## src/ext_bus_map.vh

```
`ifndef EXT_BUS_MAP_VH
`define EXT_BUS_MAP_VH
// Size output codes {xfer_len_hi, xfer_len_lo}
`define LEN_BYTE      2'b01
`define LEN_WORD      2'b10
`define LEN_THREE     2'b11
`define LEN_LONG      2'b00
// Request size codes
`define REQ_BYTE      2'b00
`define REQ_WORD      2'b01
`define REQ_LONG      2'b10
// Byte counts
`define CNT_ONE       3'h1
`define CNT_TWO       3'h2
`define CNT_FOUR      3'h4
// Bus cycle states
`define ST_IDLE       3'h0
`define ST_ADDR       3'h1
`define ST_DATA       3'h2
`define ST_WAIT       3'h3
`define ST_DONE       3'h4
// Internal acknowledge wait-state counter width
`define WAIT_W        4
`define WAIT_ZERO     4'h0
`define WAIT_ONE      4'h1
`endif

```

## src/int_ack_gen.v

```verilog
`timescale 1ns/1ps
`include "ext_bus_map.vh"
// Internal acknowledge generator, instanced once inside ext_bus_sizer
module int_ack_gen (
    // Clock and reset
    input  wire               ref_clk,
    input  wire               rst_n,
    input  wire               clk_en,
    // Control
    input  wire               start,
    input  wire               cycle_end,
    input  wire               use_int,
    input  wire [`WAIT_W-1:0] wait_states,
    input  wire               port_16,
    // Acknowledge out, active low like the pins
    output reg                ack_hi_n,
    output reg                ack_lo_n
);
    reg [`WAIT_W-1:0] count;
    reg               busy;

    always @(posedge ref_clk or negedge rst_n) begin
        if (!rst_n) begin
            count    <= `WAIT_ZERO;
            busy     <= 1'b0;
            ack_hi_n <= 1'b1;
            ack_lo_n <= 1'b1;
        end else if (clk_en) begin
            if (cycle_end) begin
                busy     <= 1'b0;
                ack_hi_n <= 1'b1;
                ack_lo_n <= 1'b1;
            end else if (start && use_int) begin
                busy  <= 1'b1;
                count <= wait_states;
            end else if (busy) begin
                if (count == `WAIT_ZERO) begin
                    // Port width encoded as on the external lines
                    ack_hi_n <= ~port_16;
                    ack_lo_n <= port_16;
                end else begin
                    count <= count - `WAIT_ONE;
                end
            end
        end
    end
endmodule

```

## src/ext_bus_sizer.v

```verilog
`timescale 1ns/1ps
`include "ext_bus_map.vh"
module ext_bus_sizer (
    // Clock and reset
    input  wire               ref_clk,
    input  wire               rst_n,
    input  wire               clk_en,
    // Operand request from the core side
    input  wire               req_valid,
    input  wire               req_write,
    input  wire [1:0]         req_size,
    input  wire [23:0]        req_addr,
    input  wire [31:0]        req_wdata,
    input  wire               req_int_ack,
    input  wire [`WAIT_W-1:0] req_wait,
    input  wire               req_int_16,
    output reg                req_ready,
    output reg                done,
    output reg                misaligned,
    output reg  [31:0]        rdata,
    // External bus
    output reg  [23:0]        addr,
    output reg                xfer_len_hi,
    output reg                xfer_len_lo,
    output reg                rw,
    output reg                addr_strobe_n,
    output reg                data_strobe_n,
    output reg  [15:0]        data_out,
    output reg                data_oe_n,
    input  wire [15:0]        data_in,
    input  wire               port_ack_lo,
    input  wire               port_ack_hi
);
    reg  [2:0]  state;
    reg  [2:0]  remain;
    reg  [31:0] opnd;
    reg         use_int;
    reg         start_pulse;
    reg  [15:0] data_s1;
    reg  [15:0] data_s2;
    reg  [1:0]  ack_s1;
    reg  [1:0]  ack_s2;
    wire        int_hi_n;
    wire        int_lo_n;
    wire        ack_hi;
    wire        ack_lo;
    wire        end8;
    wire        end16;
    wire [2:0]  moved;
    wire [7:0]  cur_byte;
    wire [2:0]  next_remain;

    // Size code for a count of remaining bytes
    function [1:0] len_code;
        input [2:0] n;
        begin
            case (n)
                `CNT_ONE: len_code = `LEN_BYTE;
                `CNT_TWO: len_code = `LEN_WORD;
                `CNT_FOUR: len_code = `LEN_LONG;
                default: len_code = `LEN_THREE;
            endcase
        end
    endfunction

    // Operand byte at the head of what remains
    function [7:0] head_byte;
        input [31:0] v;
        input [2:0]  n;
        begin
            case (n)
                `CNT_FOUR: head_byte = v[31:24];
                3'h3: head_byte = v[23:16];
                `CNT_TWO: head_byte = v[15:8];
                default: head_byte = v[7:0];
            endcase
        end
    endfunction

    int_ack_gen u_ack (
        .ref_clk     (ref_clk),
        .rst_n       (rst_n),
        .clk_en      (clk_en),
        .start       (start_pulse),
        .cycle_end   (state == `ST_DONE),
        .use_int     (use_int),
        .wait_states (req_wait),
        .port_16     (req_int_16),
        .ack_hi_n    (int_hi_n),
        .ack_lo_n    (int_lo_n)
    );

    // Pins are asynchronous: two flops before any use
    always @(posedge ref_clk or negedge rst_n) begin
        if (!rst_n) begin
            data_s1 <= 16'h0000;
            data_s2 <= 16'h0000;
            ack_s1  <= 2'h3;
            ack_s2  <= 2'h3;
        end else if (clk_en) begin
            data_s1 <= data_in;
            data_s2 <= data_s1;
            ack_s1  <= {port_ack_hi, port_ack_lo};
            ack_s2  <= ack_s1;
        end
    end

    assign ack_hi = use_int ? int_hi_n : ack_s2[1];
    assign ack_lo = use_int ? int_lo_n : ack_s2[0];
    assign end8   = ack_hi & ~ack_lo;
    assign end16  = ~ack_hi & ack_lo;
    // A 16-bit port takes two bytes only when aligned and at least two remain
    assign moved  = (end16 && !addr[0] && remain >= `CNT_TWO) ?
                    `CNT_TWO : `CNT_ONE;
    assign next_remain = remain - moved;
    assign cur_byte    = head_byte(opnd, remain);

    always @(posedge ref_clk or negedge rst_n) begin
        if (!rst_n) begin
            state         <= `ST_IDLE;
            remain        <= 3'h0;
            opnd          <= 32'h00000000;
            use_int       <= 1'b0;
            start_pulse   <= 1'b0;
            req_ready     <= 1'b0;
            done          <= 1'b0;
            misaligned    <= 1'b0;
            rdata         <= 32'h00000000;
            addr          <= 24'h000000;
            xfer_len_hi   <= 1'b0;
            xfer_len_lo   <= 1'b1;
            rw            <= 1'b1;
            addr_strobe_n <= 1'b1;
            data_strobe_n <= 1'b1;
            data_out      <= 16'h0000;
            data_oe_n     <= 1'b1;
        end else if (clk_en) begin
            start_pulse <= 1'b0;
            done        <= 1'b0;
            misaligned  <= 1'b0;
            req_ready   <= (state == `ST_IDLE) && !req_valid;
            case (state)
                `ST_IDLE: begin
                    // A request still standing in the done cycle is old
                    if (req_valid && !done) begin
                        if (req_size != `REQ_BYTE && req_addr[0]) begin
                            misaligned <= 1'b1;
                            done       <= 1'b1;
                        end else begin
                            // Assume the widest port first
                            remain <= (req_size == `REQ_LONG) ? `CNT_FOUR :
                                      (req_size == `REQ_WORD) ? `CNT_TWO :
                                      `CNT_ONE;
                            opnd   <= req_wdata;
                            addr   <= req_addr;
                            rw     <= ~req_write;
                            use_int <= req_int_ack;
                            rdata  <= 32'h00000000;
                            state  <= `ST_ADDR;
                        end
                    end
                end
                `ST_ADDR: begin
                    {xfer_len_hi, xfer_len_lo} <= len_code(remain);
                    addr_strobe_n <= 1'b0;
                    start_pulse   <= 1'b1;
                    if (rw) begin
                        data_strobe_n <= 1'b0;
                        state <= `ST_WAIT;
                    end else begin
                        data_oe_n <= 1'b0;
                        // All 16 lines driven; a single byte is copied onto both lanes
                        if (remain >= `CNT_TWO && !addr[0])
                            data_out <= {cur_byte,
                                head_byte(opnd, remain - 3'h1)};
                        else
                            data_out <= {cur_byte, cur_byte};
                        state <= `ST_DATA;
                    end
                end
                `ST_DATA: begin
                    data_strobe_n <= 1'b0;
                    state <= `ST_WAIT;
                end
                `ST_WAIT: begin
                    if (end8 || end16) begin
                        if (rw) begin
                            // Only the designated lane is latched, or both lanes when two bytes move
                            if (end16 && !addr[0] && moved == `CNT_TWO)
                                rdata <= {rdata[15:0], data_s2};
                            else if (end16 && addr[0])
                                rdata <= {rdata[23:0], data_s2[7:0]};
                            else
                                rdata <= {rdata[23:0], data_s2[15:8]};
                        end
                        addr_strobe_n <= 1'b1;
                        data_strobe_n <= 1'b1;
                        data_oe_n     <= 1'b1;
                        remain <= next_remain;
                        addr   <= addr + {21'h000000, moved};
                        state  <= `ST_DONE;
                    end
                end
                `ST_DONE: begin
                    // Wait for the synced acknowledge to fall back, else
                    // the next cycle would end on the stale one
                    if (!(end8 || end16)) begin
                        if (remain == 3'h0) begin
                            done  <= 1'b1;
                            state <= `ST_IDLE;
                        end else begin
                            state <= `ST_ADDR;
                        end
                    end
                end
                default: state <= `ST_IDLE;
            endcase
        end
    end
endmodule

```

## config.mk

```make
export PLATFORM = sky130hd
export DESIGN_NAME = ext_bus_sizer
export DESIGN_NICKNAME = d
export VERILOG_FILES = /design/src/int_ack_gen.v /design/src/ext_bus_sizer.v
export VERILOG_INCLUDE_DIRS = /design/src
export SDC_FILE = /design/constraint.sdc
export NUM_CORES = 1
export LEC_CHECK = 0
export ABC_AREA = 1
export BUFFER_PORTS_ARGS = -buffer_cell sky130_fd_sc_hd__clkbuf_2
export CORE_ASPECT_RATIO = 1.75
export CORE_MARGIN = 4
export CORE_UTILIZATION = 55
export CTS_CLUSTER_SIZE = 20
export DETAILED_ROUTE_END_ITERATION = 10
export HOLD_SLACK_MARGIN = 0.15
export PLACE_DENSITY = 0.79
export SLEW_MARGIN = 20
export SYNTH_ARGS = -nofsm -noshare
export SYNTH_HDL_FRONTEND = slang
export SYNTH_SLANG_ARGS = --single-unit
export TNS_END_PERCENT = 5
```

## constraint.sdc

```tcl
create_clock -name ref_clk -period 7.2 [get_ports ref_clk]
set_input_delay 0 -clock ref_clk [delete_from_list [all_inputs] [get_ports ref_clk]]
set_output_delay 0 -clock ref_clk [all_outputs]
set_load 0.05 [all_outputs]
```

==> impl_metrics.tcl <==
set metrics [dict create \
    cp_max_fo 28 \
    io_pins 168 \
    syn_to_final_growth_pct 26.0 \
    clock.fmax_ghz 0.325 \
    setup_viol 0 \
    finalCritPeriodShare 0.427 \
    fin_nets 1525 \
    p_per_area_mw_per_mm2 405 \
    ant_nets 0 \
    gp_congestion 0.907 \
    outcome "finished, final reports clean" \
    ff2ff_setup_slack_ns 4.12 \
    diodes 0 \
    drv_slew 0 \
    finalPower_mw 4.50 \
    postSynthRegisterBits 164 \
    finalHoldViolations 0 \
    endpoint_kind "flop" \
    portBuffers 167 \
    place_area_mm2 0.00967 \
    crit_chain "inv_1, nand2_1, o21ai_0, ha_1, nand2_4, ha_1, inv_1, fa_1, inv_1, nand2_1, nor2_2, nand2_1, xor2_1, nand2_1, nand2_1, nand2_1" \
    coreArea_mm2 0.0158 \
    synth_nets 1295 \
    cp_top_family "simple AND/OR/NAND/NOR gates" \
    cp.arrival_ns 3.39 \
    grt_start_max_net_pins 89 \
    first_pass_iters 5 \
    grt_pass1_wl_um 38800 \
    antenna_found_initial 0 \
    setup_slack_ns 4.12 \
    drive_gt1_frac 0.194 \
    clk_pin_slew_ns 0.07 \
    grt_pass1_vias 8042 \
    drv_cap 0 \
    fin_util 0.703 \
    max_stage_delay_ns 0.52 \
    syn_inst 1198 \
    design_area_mm2 0.0111 \
    fin_skew_ns 0.0111 \
    syn_avg_cell_area_um2 7.36 \
    yosys_warnings 0 \
    required_ns 7.51 \
    cts_buffers 17 \
    worst_pin_slew_ns 0.930 \
    cts_max_level 4 \
    hpwl_um 15500 \
    via_count 8305 \
    period_needed_ns 3.08 \
    rows 61 \
    crit_type "reg2reg" \
    cts_setup_buffers 0 \
    grt_usage 0.260 \
    drtIter0Drc 576 \
    path_common_cell "nand2_1" \
    fp.dieH_um 175 \
    ir_drop_v 0.000261 \
    ctsLongestPathBuffers 2 \
    cts_root_buf "clkbuf_16" \
    p_leak_nw 5.73 \
    rsz0062_at_grt "false" \
    synth_cell_types 41 \
    drc 0 \
    synth_area_mm2 0.00882 \
    wl_per_cell_um 14.1 \
    crit_path_start_kind "flop" \
    slowest_stage "dfstp_2" \
    cts_tree "done" \
    die_w_um 104 \
    clock_latency_ns 0.43 \
    hold_path.class "in2async" \
    wl_um 23000 \
    maxSlewHeadroom 0.380 \
    post_drt_via_cell_ratio 5.10 \
    die_area_mm2 0.0182 \
    tns_ns 0 \
    initial_core_util 0.558 \
    grt-ovfl-total 0 \
    place_ws_ns 4.16 \
    cp_num_buf_inv 3 \
    cts.sinks 164 \
    synth-seq-area-share 0.467 \
]
final timing paths:
check,start,endpoint,cells past startpoint
min in group ref_clk,req_write,rw,3
min reg2reg,ack_s1[1],ack_s1[1],2
max reg2reg,ack_s2[1],addr[10],16
max in group asynchronous,rst_n,opnd[23],3
min,rst_n,rdata[31],2
max,ack_s2[1],addr[10],16
where the power goes:
part	internal, mW	switching (mW)	leakage [nW]	total [mW]
Clock	0.509	0.401	0.292	0.909
Sequential	1.24	0.307	2.05	1.55
Combinational	0.561	1.48	3.38	2.04
Total	2.31	2.19	5.73	4.50
flip-flops by register name (all words and copies together), names as in the netlist, 2 cells and up:
register	cells
ack_s1	2
ack_s2	2
addr	24
data_out	16
data_s1	16
data_s2	16
opnd	32
rdata	32
remain	3
state	3
u_ack.count	4
cells by family after synthesis:
kind of cell	count (synthesis)	synth area share
xor+xnor	5	0.00497
flops	164	0.467
fa+ha+maj	10	0.0159
mux	9	0.0114
compound gates	125	0.0880
simple gates	752	0.345
buf+inv	133	0.0677
synthesized netlist by cell type (all sizes together):
cell / count / area [µm²]
a21oi: 3 / 15.0
and2: 1 / 6.26
dfstp: 11 / 289
nor2: 134 / 539
a22o: 1 / 8.76
fa: 2 / 40.0
nand2: 538 / 2040
o211ai: 2 / 20.0
nand4: 11 / 68.8
xnor2: 2 / 17.5
clkbuf: 13 / 48.8
nor4: 1 / 6.26
mux2: 8 / 90.1
nand3: 58 / 315
o21ai: 114 / 694
ha: 8 / 100
nor3: 2 / 20.0
mux2i: 1 / 10.0
or2: 4 / 25.0
dfrtp: 153 / 3830
xor2: 3 / 26.3
o211a: 1 / 10.0
buf: 33 / 221
a31oi: 2 / 12.5
inv: 87 / 327
nand3b: 3 / 22.5
o31ai: 2 / 15.0
per-layer routing:
layer  track usage  share of wire  routed length (µm)  up-vias
met3        0.0397          0.040                 925       41
li1              -              -                   -     4217
met4        0.0943          0.024                 561        0
met2         0.474           0.54               12300      233
met1         0.312           0.40                9150     3814
met5             0              0                   0        -
metrics by stage:
| step | cells | hold WS (ns) |
|---|---|---|
| after detailed placement | 1513 | 0.119 |
| after global routing | 1630 | 0.274 |
| after CTS | 1630 | 0.230 |
| after floorplan | 1198 | -0.296 |
| final | 1630 | 0.193 |
| after global placement | 1513 | 0.116 |
cells in the final DEF, fill, tap and decap left out, types with 2 or more instances in the layout:
cell type,count
xnor2_1,2
nor2_2,4
clkbuf_16,17
o21ai_1,38
ha_1,8
nand2_2,2
o21ai_0,43
fa_1,2
a21oi_1,3
clkbuf_2,166
nand3_1,56
nand4_1,11
xor2_1,3
inv_1,74
clkbuf_8,2
nor2_1,127
nand3b_1,3
dfstp_2,11
or2_2,3
inv_6,3
dfrtp_1,153
o31ai_1,2
clkinv_4,3
o21ai_2,33
nand3_4,2
dlygate4sd3_1,85
inv_8,4
inv_2,13
nor3_2,2
a31oi_1,2
nor2_4,2
mux2_1,8
buf_4,5
nand2_1,534
nand2_4,2
final cells by class:
class                      instances  area (µm²)
fill                            1313        4690
tap                              189         236
clock inverter                    13         140
clock buffer                      19         453
multi-input combinational        901        4110
timing repair buffer             257        1730
inverter                          87         327
sequential                       164        4120
timing repair:
item	in CTS	in global routing
hold endpoints to repair	175	0
hold buffers	85	0
gates resized for setup	0	0
No activity file was read; power rests on OpenSTA's default activity.
